`src/card_pkg.sv`:
```
// Shared constants, modes and state types for the card host port ends
package card_pkg;

  // ==========================================================
  // Timing
  localparam int CLK_PERIOD_NS = 8;
  localparam int RESET_TIME_NS = 1000;
  localparam int RESET_CYCLES = (RESET_TIME_NS + CLK_PERIOD_NS - 1) / CLK_PERIOD_NS;
  localparam int IREQ_PULSE_NS = 400;
  localparam int IREQ_PULSE_CYCLES = (IREQ_PULSE_NS + CLK_PERIOD_NS - 1) / CLK_PERIOD_NS;
  localparam int STROBE_NS = 165;
  localparam int STROBE_CYCLES = (STROBE_NS + CLK_PERIOD_NS - 1) / CLK_PERIOD_NS;
  localparam int RECOV_NS = 80;
  localparam int RECOV_CYCLES = (RECOV_NS + CLK_PERIOD_NS - 1) / CLK_PERIOD_NS;
  localparam int CNT_W = 8;

  // ==========================================================
  // Synchroniser reset levels and chip select codes
  // Card inputs {oe_n, reg_n, dmack_n, iord_n, iowr_n, we_n, rst_pin}
  localparam logic [6:0] CARD_SYNC_INIT = 7'h7e;
  // Host inputs {ready_irq, wait_n, dmarq}
  localparam logic [2:0] HOST_SYNC_INIT = 3'h2;
  localparam logic [1:0] CS_IDLE = 2'h3;
  localparam logic [1:0] CS_SEL0 = 2'h2;

  // ==========================================================
  // Enumerations
  typedef enum logic [1:0] {MODE_MEM, MODE_IO, MODE_IDE} mode_t;
  typedef enum logic [1:0] {SPACE_NONE, SPACE_COMMON, SPACE_ATTR, SPACE_IO} space_t;
  typedef enum logic [1:0] {RS_POWER, RS_RUN, RS_HELD, RS_BUSY} rst_state_t;
  typedef enum logic [1:0] {DMA_IDLE, DMA_REQ, DMA_ACK} dma_state_t;
  typedef enum logic [2:0] {CMD_MEM_RD, CMD_MEM_WR, CMD_ATTR_RD, CMD_ATTR_WR,
                            CMD_IO_RD, CMD_IO_WR} cmd_t;
  typedef enum logic [1:0] {H_IDLE, H_STROBE, H_RECOV} host_state_t;

  // ==========================================================
  // Module state
  typedef struct packed {
    logic ide;
    mode_t mode;
    rst_state_t rst;
    logic [CNT_W-1:0] rst_cnt;
    logic armed;
    logic irq_prev;
    logic [CNT_W-1:0] ireq_cnt;
    dma_state_t dma;
    logic ready_irq;
    logic wait_n;
    logic wait_oe;
    logic dmarq;
    logic dmarq_oe;
    logic data_oe;
    space_t space;
    logic dma_ack;
    logic card_rst;
  } card_state_t;

  localparam card_state_t CARD_RESET = '{ide: 1'b0, mode: MODE_MEM, rst: RS_POWER,
    rst_cnt: '0, armed: 1'b0, irq_prev: 1'b0, ireq_cnt: '0, dma: DMA_IDLE,
    ready_irq: 1'b0, wait_n: 1'b1, wait_oe: 1'b1, dmarq: 1'b0, dmarq_oe: 1'b0,
    data_oe: 1'b0, space: SPACE_NONE, dma_ack: 1'b0, card_rst: 1'b1};

  typedef struct packed {
    host_state_t hs;
    logic [CNT_W-1:0] cnt;
    logic oe_n;
    logic reg_n;
    logic we_n;
    logic iord_n;
    logic iowr_n;
    logic dmack_n;
    logic rst_pin;
    logic [1:0] cs_n;
    logic cmd_ready;
    logic done;
    logic dma_busy;
  } host_state_st_t;

  localparam host_state_st_t HOST_RESET = '{hs: H_IDLE, cnt: '0, oe_n: 1'b1,
    reg_n: 1'b1, we_n: 1'b1, iord_n: 1'b1, iowr_n: 1'b1, dmack_n: 1'b1,
    rst_pin: 1'b0, cs_n: CS_IDLE, cmd_ready: 1'b0, done: 1'b0, dma_busy: 1'b0};

endpackage : card_pkg

```
`src/card_port_if.sv`:
```
// Pin-level carrier between the card end and the host end
`timescale 1ns/10ps
interface card_port_if;
  // Host driven
  logic oe_n;
  logic reg_n;
  logic we_n;
  logic iord_n;
  logic iowr_n;
  logic dmack_n;
  logic rst_pin;
  logic [1:0] cs_n;
  // Card driven
  logic ready_irq;
  logic wait_n;
  logic wait_oe;
  logic dmarq;
  logic dmarq_oe;
  logic vs1_n;
  logic vs1_oe;
  logic vs2_oe;
  logic data_oe;

  modport card (
    input oe_n, reg_n, we_n, iord_n, iowr_n, dmack_n, rst_pin, cs_n,
    output ready_irq, wait_n, wait_oe, dmarq, dmarq_oe, vs1_n, vs1_oe, vs2_oe, data_oe
  );
  modport host (
    output oe_n, reg_n, we_n, iord_n, iowr_n, dmack_n, rst_pin, cs_n,
    input ready_irq, wait_n, wait_oe, dmarq, dmarq_oe, vs1_n, vs1_oe, vs2_oe, data_oe
  );
endinterface : card_port_if

```
`src/sync2.sv`:
```
// Two-flop synchroniser for a group of asynchronous levels
`timescale 1ns/10ps
module sync2 #(
  parameter int W = 1,
  parameter logic [W-1:0] INIT = '0
) (
  // Clock and reset
  input wire logic clk_sys_i,
  input wire logic srst_i,
  // Levels
  input wire logic [W-1:0] d_i,
  output logic [W-1:0] q_o
);
  typedef struct packed {
    logic [W-1:0] meta;
    logic [W-1:0] stable;
  } sync_state_t;

  sync_state_t q;
  sync_state_t d;

  // Only the second stage is visible outside
  always_comb
  begin
    d = q;
    d.meta = d_i;
    d.stable = q.meta;
  end

  always_ff @(posedge clk_sys_i)
  begin
    if (srst_i)
    begin
      q <= {INIT, INIT};
    end
    else
    begin
      q <= d;
    end
  end

  assign q_o = q.stable;
endmodule : sync2

```
`src/card_end.sv`:
```
// Card end of the host port: mode, reset, ready/interrupt, wait and DMA handshake
`timescale 1ns/10ps

// What this block does
// - Memory mode: output enable reads any space
// - I/O mode: output enable reads attribute only
// - Host grounds output enable for IDE
// - Memory mode READY high when idle, low busy
// - READY low until reset processing finishes
// - Host makes no access while busy
// - Reset held from power-up is disabled
// - I/O mode interrupt: pulse or level, low
// - IDE mode interrupt is active high
// - Attribute select high common, low attribute
// - Host holds attribute select low in I/O
// - Host acknowledges DMA request to transfer
// - Acknowledge ignored while no DMA active
// - Host without DMA holds acknowledge high
// - PC Card modes reset while pin high
// - Open or high pin: one initial reset
// - Soft reset bit also resets the card
// - IDE mode reset pin is active low
// - First voltage sense grounded, second open
// - PC Card modes stretch cycles with wait
// - IDE outside Ultra DMA: wait is IORDY
// - Request drops after acknowledge, returns if more
// - DMA direction by strobes, selects negated
module card_end (
  // Clock and reset
  input wire logic clk_sys_i,
  input wire logic srst_i,
  // Host pins
  card_port_if.card pins,
  // Back end status
  input wire logic busy_i,
  input wire logic io_cfg_i,
  input wire logic soft_rst_i,
  input wire logic wait_req_i,
  input wire logic udma_i,
  // Interrupt source
  input wire logic irq_i,
  input wire logic irq_pulse_i,
  // DMA source
  input wire logic dma_req_i,
  // Decoded access
  output card_pkg::mode_t mode_o,
  output card_pkg::space_t space_o,
  output logic dma_ack_o,
  output logic card_rst_o
);
  import card_pkg::*;

  // ==========================================================
  // Input synchronisers
  logic [6:0] raw;
  logic [6:0] sync;
  logic oe_s;
  logic reg_s;
  logic dmack_s;
  logic iord_s;
  logic iowr_s;
  logic we_s;
  logic rst_s;

  assign raw = {pins.oe_n, pins.reg_n, pins.dmack_n, pins.iord_n, pins.iowr_n,
                pins.we_n, pins.rst_pin};

  sync2 #(
    .W(7),
    .INIT(CARD_SYNC_INIT)
  ) u_sync (
    .clk_sys_i(clk_sys_i),
    .srst_i(srst_i),
    .d_i(raw),
    .q_o(sync)
  );

  assign {oe_s, reg_s, dmack_s, iord_s, iowr_s, we_s, rst_s} = sync;

  // ==========================================================
  // State
  card_state_t q;
  card_state_t d;
  logic pin_act;
  logic rst_req;
  logic running;
  logic cycle;
  logic ireq_on;
  mode_t mode;

  always_comb
  begin
    d = q;
    pin_act = q.ide ? !rst_s : rst_s;
    // Pin reset only counts once the pin has been seen released
    rst_req = (q.armed && pin_act) || soft_rst_i;

    // Reset sequencing: READY stays busy in every state but RS_RUN
    case (q.rst)
      RS_POWER:
      begin
        d.ide = !oe_s;
        d.rst_cnt = q.rst_cnt + 1'b1;
        if (q.rst_cnt == CNT_W'(RESET_CYCLES - 1))
        begin
          d.rst = RS_RUN;
        end
      end
      RS_RUN:
      begin
        if (rst_req)
        begin
          d.rst = RS_HELD;
        end
      end
      RS_HELD:
      begin
        d.rst_cnt = '0;
        if (!rst_req)
        begin
          d.rst = RS_BUSY;
        end
      end
      RS_BUSY:
      begin
        d.rst_cnt = q.rst_cnt + 1'b1;
        if (rst_req)
        begin
          d.rst = RS_HELD;
        end
        else if (q.rst_cnt == CNT_W'(RESET_CYCLES - 1))
        begin
          d.rst = RS_RUN;
        end
      end
      default:
      begin
        d.rst = RS_POWER;
      end
    endcase
    if (q.rst != RS_POWER && !pin_act)
    begin
      d.armed = 1'b1;
    end

    running = (q.rst == RS_RUN);
    d.card_rst = (d.rst != RS_RUN);
    mode = q.ide ? MODE_IDE : (io_cfg_i ? MODE_IO : MODE_MEM);
    d.mode = mode;
    cycle = !oe_s || !we_s || !iord_s || !iowr_s;

    // Space decode and data bus drive
    d.space = SPACE_NONE;
    d.data_oe = 1'b0;
    if (running)
    begin
      case (mode)
        MODE_MEM:
        begin
          if (!oe_s || !we_s)
          begin
            d.space = reg_s ? SPACE_COMMON : SPACE_ATTR;
          end
          d.data_oe = !oe_s;
        end
        MODE_IO:
        begin
          if (!reg_s && (!iord_s || !iowr_s))
          begin
            d.space = SPACE_IO;
          end
          else if (!reg_s && (!oe_s || !we_s))
          begin
            d.space = SPACE_ATTR;
          end
          // Output enable with common space selected is not an I/O read
          d.data_oe = !reg_s && (!oe_s || !iord_s);
        end
        MODE_IDE:
        begin
          if (!iord_s || !iowr_s)
          begin
            d.space = SPACE_IO;
          end
          d.data_oe = !iord_s;
        end
        default:
        begin
          d.space = SPACE_NONE;
        end
      endcase
    end

    // Interrupt pulse stretcher
    d.irq_prev = irq_i;
    if (irq_i && !q.irq_prev)
    begin
      d.ireq_cnt = CNT_W'(IREQ_PULSE_CYCLES);
    end
    else if (q.ireq_cnt != '0)
    begin
      d.ireq_cnt = q.ireq_cnt - 1'b1;
    end
    ireq_on = irq_pulse_i ? (q.ireq_cnt != '0) : irq_i;

    // Shared ready / interrupt pin
    case (mode)
      MODE_MEM: d.ready_irq = running && !busy_i;
      MODE_IO: d.ready_irq = !(running && ireq_on);
      MODE_IDE: d.ready_irq = running && irq_i;
      default: d.ready_irq = 1'b0;
    endcase

    // Wait / IORDY
    if (mode == MODE_IDE)
    begin
      // Ultra DMA takes the pin over, so it is released here
      d.wait_oe = !udma_i;
      d.wait_n = !wait_req_i;
    end
    else
    begin
      d.wait_oe = 1'b1;
      d.wait_n = !(running && cycle && wait_req_i);
    end

    // DMA handshake, only meaningful in IDE mode
    if (!running || mode != MODE_IDE)
    begin
      d.dma = DMA_IDLE;
    end
    else
    begin
      case (q.dma)
        DMA_IDLE:
        begin
          // Acknowledge is not looked at here, even if floating
          if (dma_req_i)
          begin
            d.dma = DMA_REQ;
          end
        end
        DMA_REQ:
        begin
          if (!dmack_s)
          begin
            d.dma = DMA_ACK;
          end
        end
        DMA_ACK:
        begin
          if (dmack_s)
          begin
            d.dma = dma_req_i ? DMA_REQ : DMA_IDLE;
          end
        end
        default:
        begin
          d.dma = DMA_IDLE;
        end
      endcase
    end
    d.dmarq = (d.dma == DMA_REQ);
    d.dmarq_oe = (mode == MODE_IDE);
    d.dma_ack = (d.dma == DMA_ACK);
  end

  always_ff @(posedge clk_sys_i)
  begin
    if (srst_i)
    begin
      q <= CARD_RESET;
    end
    else
    begin
      q <= d;
    end
  end

  // ==========================================================
  // Outputs
  assign pins.ready_irq = q.ready_irq;
  assign pins.wait_n = q.wait_n;
  assign pins.wait_oe = q.wait_oe;
  assign pins.dmarq = q.dmarq;
  assign pins.dmarq_oe = q.dmarq_oe;
  assign pins.data_oe = q.data_oe;
  // Voltage sense: first one a fixed low, second never driven
  assign pins.vs1_n = 1'b0;
  assign pins.vs1_oe = 1'b1;
  assign pins.vs2_oe = 1'b0;
  assign mode_o = q.mode;
  assign space_o = q.space;
  assign dma_ack_o = q.dma_ack;
  assign card_rst_o = q.card_rst;
endmodule : card_end

```
`src/flat_wrapper.sv`:
```
// flat-port wrapper written by rule: the top's interface ports become plain ports
module card_end_flat import card_pkg::*;
  (clk_sys_i, srst_i, busy_i, io_cfg_i, soft_rst_i, wait_req_i, udma_i, irq_i, irq_pulse_i, dma_req_i, mode_o, space_o, dma_ack_o, card_rst_o, pins_oe_n, pins_reg_n, pins_we_n, pins_iord_n, pins_iowr_n, pins_dmack_n, pins_rst_pin, pins_cs_n, pins_ready_irq, pins_wait_n, pins_wait_oe, pins_dmarq, pins_dmarq_oe, pins_vs1_n, pins_vs1_oe, pins_vs2_oe, pins_data_oe);
  card_port_if pins_i ();
  input wire logic clk_sys_i;
  input wire logic srst_i;
  input wire logic busy_i;
  input wire logic io_cfg_i;
  input wire logic soft_rst_i;
  input wire logic wait_req_i;
  input wire logic udma_i;
  input wire logic irq_i;
  input wire logic irq_pulse_i;
  input wire logic dma_req_i;
  output card_pkg::mode_t mode_o;
  output card_pkg::space_t space_o;
  output logic dma_ack_o;
  output logic card_rst_o;
  input wire logic [$bits(pins_i.oe_n)-1:0] pins_oe_n;
  input wire logic [$bits(pins_i.reg_n)-1:0] pins_reg_n;
  input wire logic [$bits(pins_i.we_n)-1:0] pins_we_n;
  input wire logic [$bits(pins_i.iord_n)-1:0] pins_iord_n;
  input wire logic [$bits(pins_i.iowr_n)-1:0] pins_iowr_n;
  input wire logic [$bits(pins_i.dmack_n)-1:0] pins_dmack_n;
  input wire logic [$bits(pins_i.rst_pin)-1:0] pins_rst_pin;
  input wire logic [$bits(pins_i.cs_n)-1:0] pins_cs_n;
  output wire logic [$bits(pins_i.ready_irq)-1:0] pins_ready_irq;
  output wire logic [$bits(pins_i.wait_n)-1:0] pins_wait_n;
  output wire logic [$bits(pins_i.wait_oe)-1:0] pins_wait_oe;
  output wire logic [$bits(pins_i.dmarq)-1:0] pins_dmarq;
  output wire logic [$bits(pins_i.dmarq_oe)-1:0] pins_dmarq_oe;
  output wire logic [$bits(pins_i.vs1_n)-1:0] pins_vs1_n;
  output wire logic [$bits(pins_i.vs1_oe)-1:0] pins_vs1_oe;
  output wire logic [$bits(pins_i.vs2_oe)-1:0] pins_vs2_oe;
  output wire logic [$bits(pins_i.data_oe)-1:0] pins_data_oe;
  assign pins_i.oe_n = pins_oe_n;
  assign pins_i.reg_n = pins_reg_n;
  assign pins_i.we_n = pins_we_n;
  assign pins_i.iord_n = pins_iord_n;
  assign pins_i.iowr_n = pins_iowr_n;
  assign pins_i.dmack_n = pins_dmack_n;
  assign pins_i.rst_pin = pins_rst_pin;
  assign pins_i.cs_n = pins_cs_n;
  assign pins_ready_irq = pins_i.ready_irq;
  assign pins_wait_n = pins_i.wait_n;
  assign pins_wait_oe = pins_i.wait_oe;
  assign pins_dmarq = pins_i.dmarq;
  assign pins_dmarq_oe = pins_i.dmarq_oe;
  assign pins_vs1_n = pins_i.vs1_n;
  assign pins_vs1_oe = pins_i.vs1_oe;
  assign pins_vs2_oe = pins_i.vs2_oe;
  assign pins_data_oe = pins_i.data_oe;
  card_end u_core (.clk_sys_i(clk_sys_i), .srst_i(srst_i), .pins(pins_i), .busy_i(busy_i), .io_cfg_i(io_cfg_i), .soft_rst_i(soft_rst_i), .wait_req_i(wait_req_i), .udma_i(udma_i), .irq_i(irq_i), .irq_pulse_i(irq_pulse_i), .dma_req_i(dma_req_i), .mode_o(mode_o), .space_o(space_o), .dma_ack_o(dma_ack_o), .card_rst_o(card_rst_o));
endmodule
```
`config.mk`:
```
export PLATFORM = sky130hd
export DESIGN_NAME = card_end_flat
export DESIGN_NICKNAME = d
export VERILOG_FILES = /design/src/card_pkg.sv /design/src/card_port_if.sv /design/src/sync2.sv /design/src/card_end.sv /design/src/flat_wrapper.sv
export SDC_FILE = /design/constraint.sdc
export NUM_CORES = 1
export LEC_CHECK = 0
export ABC_AREA = 1
export BUFFER_PORTS_ARGS = -buffer_cell sky130_fd_sc_hd__buf_2
export CELL_PAD_IN_SITES_DETAIL_PLACEMENT = 1
export CELL_PAD_IN_SITES_GLOBAL_PLACEMENT = 1
export CORE_MARGIN = 2
export CORE_UTILIZATION = 43
export DETAILED_ROUTE_END_ITERATION = 10
export PLACE_DENSITY = 0.89
export SLEW_MARGIN = 25
export SYNTH_ARGS = -nofsm -noshare
export SYNTH_HDL_FRONTEND = slang
export SYNTH_SLANG_ARGS = --single-unit
```
`constraint.sdc`:
```
create_clock -name clk_sys_i -period 3.2 [get_ports clk_sys_i]
set_input_delay 0.16 -clock clk_sys_i [delete_from_list [all_inputs] [get_ports clk_sys_i]]
set_output_delay 0.16 -clock clk_sys_i [all_outputs]
set_load 0.005 [all_outputs]
```
[Word level (Yosys, flattened, before mapping)]
Cells that the tools add are included.
Word-level totals
  flip-flop bits (word level): 49
  input bits: 19
  output and inout bits: 15
Operators by class
  add/sub/neg operators: 2
  equal/unequal tests: 12
  multiplexer cells: 27
  bitwise operators: 2
  reductions and logical operators: 43
Operators by type and width (count)
  $mux W2: 15
  $pmux W8 S2: 1
  $logic_not A1 Y1: 14
  $mux W6: 2
  $pmux W2 S3: 2
  $logic_and A1 B1 Y1: 11
  $eq A2 B2 Y1 const B: 5
  $add A8 B1 Y8 const B: 1
  $eq A2 B1 Y1 const B: 4
  $eq A8 B7 Y1 const B: 1
  $pmux W2 S4: 1
  $reduce_bool A8 Y1: 1
  $reduce_or A2 Y1: 4
  $sub A8 B1 Y8 const B: 1
  $logic_or A1 B1 Y1: 7
  $logic_not A2 Y1: 3
  $pmux W1 S3: 2
  $reduce_bool A2 Y1: 3
  $mux W1: 4
  $ne A2 B1 Y1 const B: 1
  $ne A2 B2 Y1 const B: 1
  $not A1 Y1: 2

[Depth between registers and ports, before layout]
Gate-level depths: netlist of run 1.
  depth in word-level cells: 8
  depth in mapped cells: 11
  depth with buffers taken out: 11

[Hierarchy]
A second synthesis of run 1 with hierarchy kept.
Unflattened totals
  cells, all modules: 271
  area total of the unflattened synthesis: 2080.7 um^2
By module, submodules not included
  card_end: instances 1, cells an instance 227, area an instance 1680.4 um^2, seq. area each 700.7 um^2
  sync2: instances 1, cells an instance 44, area an instance 400.4 um^2, seq. area each 280.3 um^2

[Least setup slack after synthesis of run 1]
OpenSTA, ideal clock, no wires.
  path kind: register to register
  start: reg u_core.q[31] in the netlist's numbering
  end: reg u_core.q[29] in the netlist's numbering
  setup time: 113 ps
  arrival time: 1278 ps
  required time: 3087 ps
  slack: 1810 ps
  cell stages (with the launch flop): 9
  clock period less this slack: 1390 ps
  path through: dfxtp_1 -> inv_1 -> ha_1 -> nor3_2 -> nand2_1 -> nor2_1 -> nand2_1 -> nor2_1 -> nor2_1
On the way
  word-level cells in the longest chain between the ends: 3
RTL lines
  start, declared: RTL line card_end.sv:82  | card_state_t q;
  start signal, assigned: RTL line card_end.sv:272  | q <= CARD_RESET;
  start signal, assigned: RTL line card_end.sv:276  | q <= d;
  $eq A2 B2 Y1 / $logic_not A2 Y1 (equally long branches): RTL line card_end.sv:99  | case (q.rst)
  $reduce_or A2 Y1 (no source line)
  $pmux W8 S2 / $reduce_bool A2 Y1 (equally long branches)
Parallel ways exist; a longest one is shown, timed or not.
A chain may end at the register's enable or synchronous reset.

[Worst setup path after layout of run 1]
Ends and elaborated chain as after synthesis.

==> impl_results.md, run 1 <==
- Commonest non-fill, non-tap cell in the layout: dfxtp_1
- Fill count: roughly 600
- First-pass GRT wire length: 7569 um
- Total power after layout: roughly 1.3 mW
- Max Freq: 0.6095 GHz
- Via count: about 1700
- Leakage: between 1 and 1.5 nW
- Post-synthesis cell count: approximately 260
- Top FF cell, synth: dfxtp_1
- Distinct cells, synth: 29
- Clock Pin Slew Worst Setup and Hold Paths: about 90 ps
- Area growth syn-to-layout: 12.59%
- CTS tree: yes
- Final Instance Area: between 0.002 and 0.0025 mm^2
- Max Cap Viol: 0
- R2r endpoint: u_core.q[29]
- Worst vdd ir: 0.0002503 V
- Synth Area per Inst: just under 8 um^2
- Antenna-violating nets left: 0
- Post-CTS Setup Inserts: 0
- Vias in the first global route: about 1700
- Total Wirelength: between 4000 and 5000 um
- Synth Register Bits: 49
- Setup TNS: 0 ps
- CTS sink count: 49
- PwrDens: between 500 and 600 mW/mm^2
- Yosys top cell by area: dfxtp_1
- DIE WIDTH: 73.17 um
- Core area: roughly 0.0047 mm^2
- Synthesized cell area: 0.002057 mm^2
- Clk_lat worst skew: 310 ps
- Part of the Yosys area used for sequential elements: 0.4769
- Io pins: 34
- Final hold violations: 0
- Register-to-register setup slack: between 1500 and 2000 ps
- TritonRoute pass-1 iters: 4
- Final period util: 0.5127
- Initial DRC Count: 31
- Inserted Clock Buffers: 5
- Worst R2R Path Depth: 9
- Clk root buf: clkbuf_8
- Worst Hold Endpoint: u_core.pins.wait_oe
- CP arrival: 1890 ps
- DIE HEIGHT: between 70 and 80 um
- Tmin final: roughly 1600 ps
- Cts repair resizes: 0
- Die area: about 0.0054 mm^2
- Critical path required time: approximately 3500 ps
- Clk buf depth: 2
- Cell Chain, Critical Path: inv_1, ha_1, nor3_2, nand2_1, nor2_1, nand2_1, nand2_1, nand2_1, nor2_1
- Starting Density: 0.4413
- Final net count: 314
- Ys async rst share: 0
- Crit Path Class: flip-flop to flip-flop
- Post-DR wirelength/cell: 12.73 um
- Layout cells sized above 1: 0.2083
- Worst R2R Start: u_core.q[31]
- Largest net degree at the start of global routing: 28
- Synth Warn #: 0
- Final setup vio count: 0
- DRC: 0
- Area after DPL: roughly 0.0022 mm^2
- Largest fanout on the critical path: 5
- Vias per inst: between 4 and 5
- I/O Buffers: 28
- Hold Path Depth: 2
- Post-route clock skew: about 3 ps
- GR Overflow Total: 0
- Final worst slack: between 1500 and 2000 ps
- GRT Resource Usage Total: 0.1848
- Crit-path max cell delay: roughly 430 ps
- Crit path max-delay cell type: dfxtp_1
- RSZ-0062 raised after global routing: false
- Row Count: 25
- ANT cells: 0
- Most Frequent Cell on Critical Path: nand2_1
- CP startpoint kind: flip-flop
- Worst Hold Launch: udma_i
- Max-slew violations: 0
- RD Place Congestion: between 0.7 and 0.8
- Hold Buf Count CTS: 0
- H-tree levels: 2
- Most frequent cells in the layout: dfxtp_1 (49), nand2_1 (46), inv_1 (39)
- Number of flops mapped to enable cells by yosys: 0
- Post-DP HPWL: about 3300 um
- Outcome: finished clean
- Top cells by area, synth: dfxtp_1 (48%), nand2_1 (8.4%), inv_1 (7.1%), nor2_1 (5.5%), ha_1 (4.9%)
- Top cell type's share of synthesized area: 0.4769
- Worst hold slack: 13.61 ps
- Pre-CTS WS: about 1600 ps
- Initial antenna violation count: 0
- CP endpoint kind: flip-flop
- Worst Hold Class: primary input to flip-flop
==> how the worst max path moves through the flow <==
stage,from,to,slack (ps),cells after the start
final,u_core.q[31],u_core.q[29],1560,9
after global routing,u_core.q[31],u_core.q[29],1400,9
after CTS,u_core.q[31],u_core.q[29],1530,9
after detailed placement,u_core.q[31],u_core.q[29],1570,8
after global placement,u_core.q[31],u_core.q[29],1630,8
after floorplan,u_core.q[31],u_core.q[29],1810,8
==> critical path: cells and delay by family, from the launching register on <==
kind          cells  cell delay (ps)
buf+inv           1              110
flops             1              430
simple gates      7              800
fa+ha+maj         1              260
==> cells by family (layout without fill, tap and decap cells) <==
logic type      after synthesis  after routing  share of synthesized area
xor+xnor                      2              2                   0.008517
flops                        49             49                     0.4769
fa+ha+maj                     8              8                    0.04866
simple gates                113            113                     0.2549
other cells                   2              3                   0.003651
buf+inv                      50             76                     0.1040
compound gates               37             37                     0.1034
==> synthesized netlist by cell type (2+ instances only) <==
library cell  number
nor3_1             2
nand2_1           46
nor2_1            30
or2_2             13
nor2_2             2
inv_1             39
nand3_2            3
nand3_1           12
a21oi_1           15
buf_4              7
a21oi_2            2
o21a_1             2
clkbuf_1           3
a31oi_1            3
ha_1               8
conb_1             2
o21ai_0           11
xor2_1             2
dfxtp_1           49
==> where the power goes <==
group / internal (mW) / total, mW / switching, mW
registers: 0.643 / 0.661 / 0.0180
clock network: 0.235 / 0.445 / 0.211
logic: 0.0677 / 0.183 / 0.115
==> per-stage QoR <==
| step | util | cells |
|---|---|---|
| 2_1_floorplan | - | 262 |
| 5_1_grt | 0.4969 | 342 |
| 3_3_place_gp | 0.4730 | 334 |
| 6_report | 0.4969 | 342 |
| 4_1_cts | 0.4969 | 342 |
| 3_5_place_dp | 0.4730 | 334 |
==> sequential cells by signal (all words and copies together) (netlist names) <==
signal,count
u_core.space_o,2
u_core.pins.data_oe,1
u_core.dma_ack_o,1
u_core.u_sync.q_o,7
u_core.pins.wait_oe,1
u_core.pins.wait_n,1
u_core.pins.ready_irq,1
u_core.pins.dmarq,1
u_core.q,23
u_core.mode_o,2
u_core.u_sync.d,7
u_core.pins.dmarq_oe,1
u_core.card_rst_o,1
==> layer usage <==
metal | vias up | share of wire | track usage
li1 | 849 | - | -
met1 | 790 | 0.43 | 0.2095
met2 | 26 | 0.52 | 0.3323
met3 | 9 | 0.025 | 0.03315
met4 | 0 | 0.022 | 0.08642
met5 | - | 0 | 0
==> layout make-up <==
type | instances | area [um^2] | area share
Tap cell | 54 | 67.56 | 0.02917
Sequential cell | 49 | 980.9 | 0.4236
Clock buffer | 6 | 72.57 | 0.03133
Clock inverter | 2 | 38.79 | 0.01675
Inverter | 40 | 150.1 | 0.06483
Timing Repair Buffer | 28 | 140.1 | 0.06051
Multi-Input combinational cell | 163 | 865.8 | 0.3739
Note: power is estimated with default switching activity, not from simulation.
==> run 2: changes to the inputs <==
--- a/config.mk
+++ b/config.mk
@@ -10,9 +10,9 @@
 export CELL_PAD_IN_SITES_DETAIL_PLACEMENT = 1
 export CELL_PAD_IN_SITES_GLOBAL_PLACEMENT = 1
 export CORE_MARGIN = 2
-export CORE_UTILIZATION = 43
+export CORE_UTILIZATION = 40
 export DETAILED_ROUTE_END_ITERATION = 10
-export PLACE_DENSITY = 0.89
+export PLACE_DENSITY = 0.84
 export SLEW_MARGIN = 25
 export SYNTH_ARGS = -nofsm -noshare
 export SYNTH_HDL_FRONTEND = slang
==> constraint.sdc (replaced) <==
create_clock -name clk_sys_i -period 1.67 [get_ports clk_sys_i]
set_input_delay 0.0835 -clock clk_sys_i [delete_from_list [all_inputs] [get_ports clk_sys_i]]
set_output_delay 0.0835 -clock clk_sys_i [all_outputs]
set_load 0.005 [all_outputs]
==> impl_results.md, run 2 (synthesis gave the netlist of run 1 again) <==
- Vias per inst: 4.613 (-5.8%)
- Total Wirelength: 4287 um (-1.5%)
- PwrDens: 964.2 mW/mm^2 (+73%)
- Post-DR wirelength/cell: 11.68 um (-8.2%)
- Clock Pin Slew Worst Setup and Hold Paths: 90 ps (about the same)
- Post-route clock skew: 5.336 ps (+2.267 ps)
- Top reg by flops: u_core.q
- GRT Resource Usage Total: 0.1582 (-0.02660)
- I/O Buffers: 28 (unchanged)
- Grt met3 use: 0.04365 (+0.01050)
- Sw Share: 0.2830 (+0.01625)
- Routing usage on met2: 0.2918 (-0.04054)
- Final period util: 0.9178 (+0.4051)
- Inserted Clock Buffers: 5 (unchanged)
- Largest fanout on the critical path: 5 (unchanged)
- CP endpoint kind: flip-flop
- Critical path required time: 1870 ps (-1580 ps)
- Die area: 0.005732 mm^2 (+7.1%)
- Post-DP HPWL: 3180 um (-2.6%)
- Most frequent cells in the layout: dfxtp_1 (48), nand2_1 (46), inv_1 (39)
- GR peak layer: met2
- Final setup vio count: 0 (unchanged)
- Clock Power Share: 0.303 (-0.042)
- Max reg flops: 23 (unchanged)
- P_int: 1.674 mW (+77%)
- Outcome: finished clean
- Placed cells: 350 (+4.8%)
- ANT cells: 0 (unchanged)
- RD Place Congestion: 0.7662 (+5.4%)
- Finished Layout Cells: 367 (+7.3%)
- Leakage: 1.110 nW (+3.1%)
- Starting Density: 0.4079 (-0.03340)
- Worst vdd ir: 0.0004031 V (+61%)
- Largest net degree at the start of global routing: 28 (unchanged)
- Row Count: 26 (+4.0%)
- Worst Hold Class: primary input to flip-flop
- Grt met1 use: 0.1768 (-0.03272)
- Core area: 0.005042 mm^2 (+8.2%)
- Max-slew violations: 0 (unchanged)
- Clk buf depth: 2 (unchanged)
- RSZ-0062 raised after global routing: false
- TritonRoute pass-1 iters: 4 (unchanged)
- Crit path max-delay cell type: dfxtp_2
- DIE HEIGHT: 75.71 um (+3.5%)
- CP startpoint kind: flip-flop
- CTS tree: yes
- Max Cap Viol: 0 (unchanged)
- GR Overflow Total: 0 (unchanged)
- Layout cells sized above 1: 0.2088 (+0.0004209)
- Combined buffer and inverter count along the critical path: 3 (+2)
- Final hold violations: 0 (unchanged)
- Setup TNS: 0 ps (unchanged)
- Most Frequent Cell on Critical Path: inv_1
- Tmin final: 1533 ps (-107.9 ps)
- First-pass GRT wire length: 6837 um (-9.7%)
- Via count: 1693 (+1.1%)
- Crit Path Class: flip-flop to flip-flop
- DRC: 0 (unchanged)
- CTS sink count: 49 (unchanged)
- Clk_lat worst skew: 300 ps (about the same)
- Area growth syn-to-layout: 17.70%
- Flop pwr share: 0.542 (+0.029)
- Initial antenna violation count: 0 (unchanged)
- DIE WIDTH: 75.71 um (+3.5%)
- Final net count: 323 (+2.9%)
- Clk root buf: clkbuf_8
- Commonest non-fill, non-tap cell in the layout: dfxtp_1
- Vias in the first global route: 1667 (-4.4%)
- Net switching power: 660.7 uW (+92%)
- Worst hold slack: 34.80 ps (+21.20 ps)
- Initial DRC Count: 23 (-26%)
- CP arrival: 1730 ps (-160 ps)
- H-tree levels: 2 (unchanged)
- Antenna-violating nets left: 0 (unchanged)
- Max Freq: 0.6524 GHz (+7.0%)
- Cell Chain, Critical Path: inv_1, ha_1, inv_1, nand2_1, inv_1, nand2_1, o21ai_0, a21oi_1
- Io pins: 34 (unchanged)
- Crit-path max cell delay: 370 ps (-60 ps)
- CP delay by family, top: buffers and inverters
- Comb power frac: 0.155 (+0.013)
run 2: cell type report:
class                      count  area (um^2)
fill                         629         2621
clock buffer                   5        68.82
inverter                      40        150.1
timing repair buffer          37        230.2
tap                           70        87.58
multi-input combinational    163        879.6
clock inverter                 3        22.52
sequential                    49        982.2
run 2: power by group through the flow:
| stage | Combinational [mW] | Sequential, mW | Clock [mW] |
|---|---|---|---|
| after CTS | 0.368 | 1.27 | 0.728 |
| after global routing | 0.414 | 1.27 | 0.785 |
| after floorplan | 0.271 | 1.28 | 0 |
| after detailed placement | 0.351 | 1.29 | 0 |
| final | 0.362 | 1.26 | 0.707 |
| after global placement | 0.330 | 1.29 | 0 |
run 2: stage by stage:
step / instance area [um^2] / setup slack (ps) / power [mW] / utilization
after global routing: 2421 / 3.127 / 2.475 / 0.4801
final: 2421 / 137.2 / 2.334 / 0.4801
after detailed placement: 2225 / 90.64 / 1.643 / 0.4412
after floorplan: 2061 / 279.5 / 1.555 / -
after global placement: 2225 / 145.0 / 1.619 / 0.4412
after CTS: 2406 / 58.85 / 2.362 / 0.4772
run 2: path summary, 6_finish.rpt:
| check | slack [ps] | to | from | cells past startpoint |
|---|---|---|---|---|
| max | 140 | u_core.q[28] | u_core.q[31] | 8 |
| min | 30 | u_core.q[20] | irq_i | 3 |
| max reg2reg | 140 | u_core.q[28] | u_core.q[31] | 8 |
| min reg2reg | 410 | u_core.u_sync.q_o[0] | u_core.u_sync.d[0] | 2 |
run 2: worst min-delay path, cell delays in order:
cell	delay (ps)
buf_2	120
inv_1	60
nor2_1	40
run 2: layer usage:
metal / up-vias / share of wire / wire, um
li1: 870 / - / -
met1: 794 / 0.44 / 1892
met2: 21 / 0.52 / 2218
met3: 8 / 0.028 / 120
met4: 0 / 0.013 / 55
met5: - / 0 / 0
run 2: repair_timing:
action,CTS,global route
hold buffers,9,0
endpoints found under the setup margin,0,1
gates resized for setup,0,3
buffers inserted,0,0
hold endpoints to repair,9,0
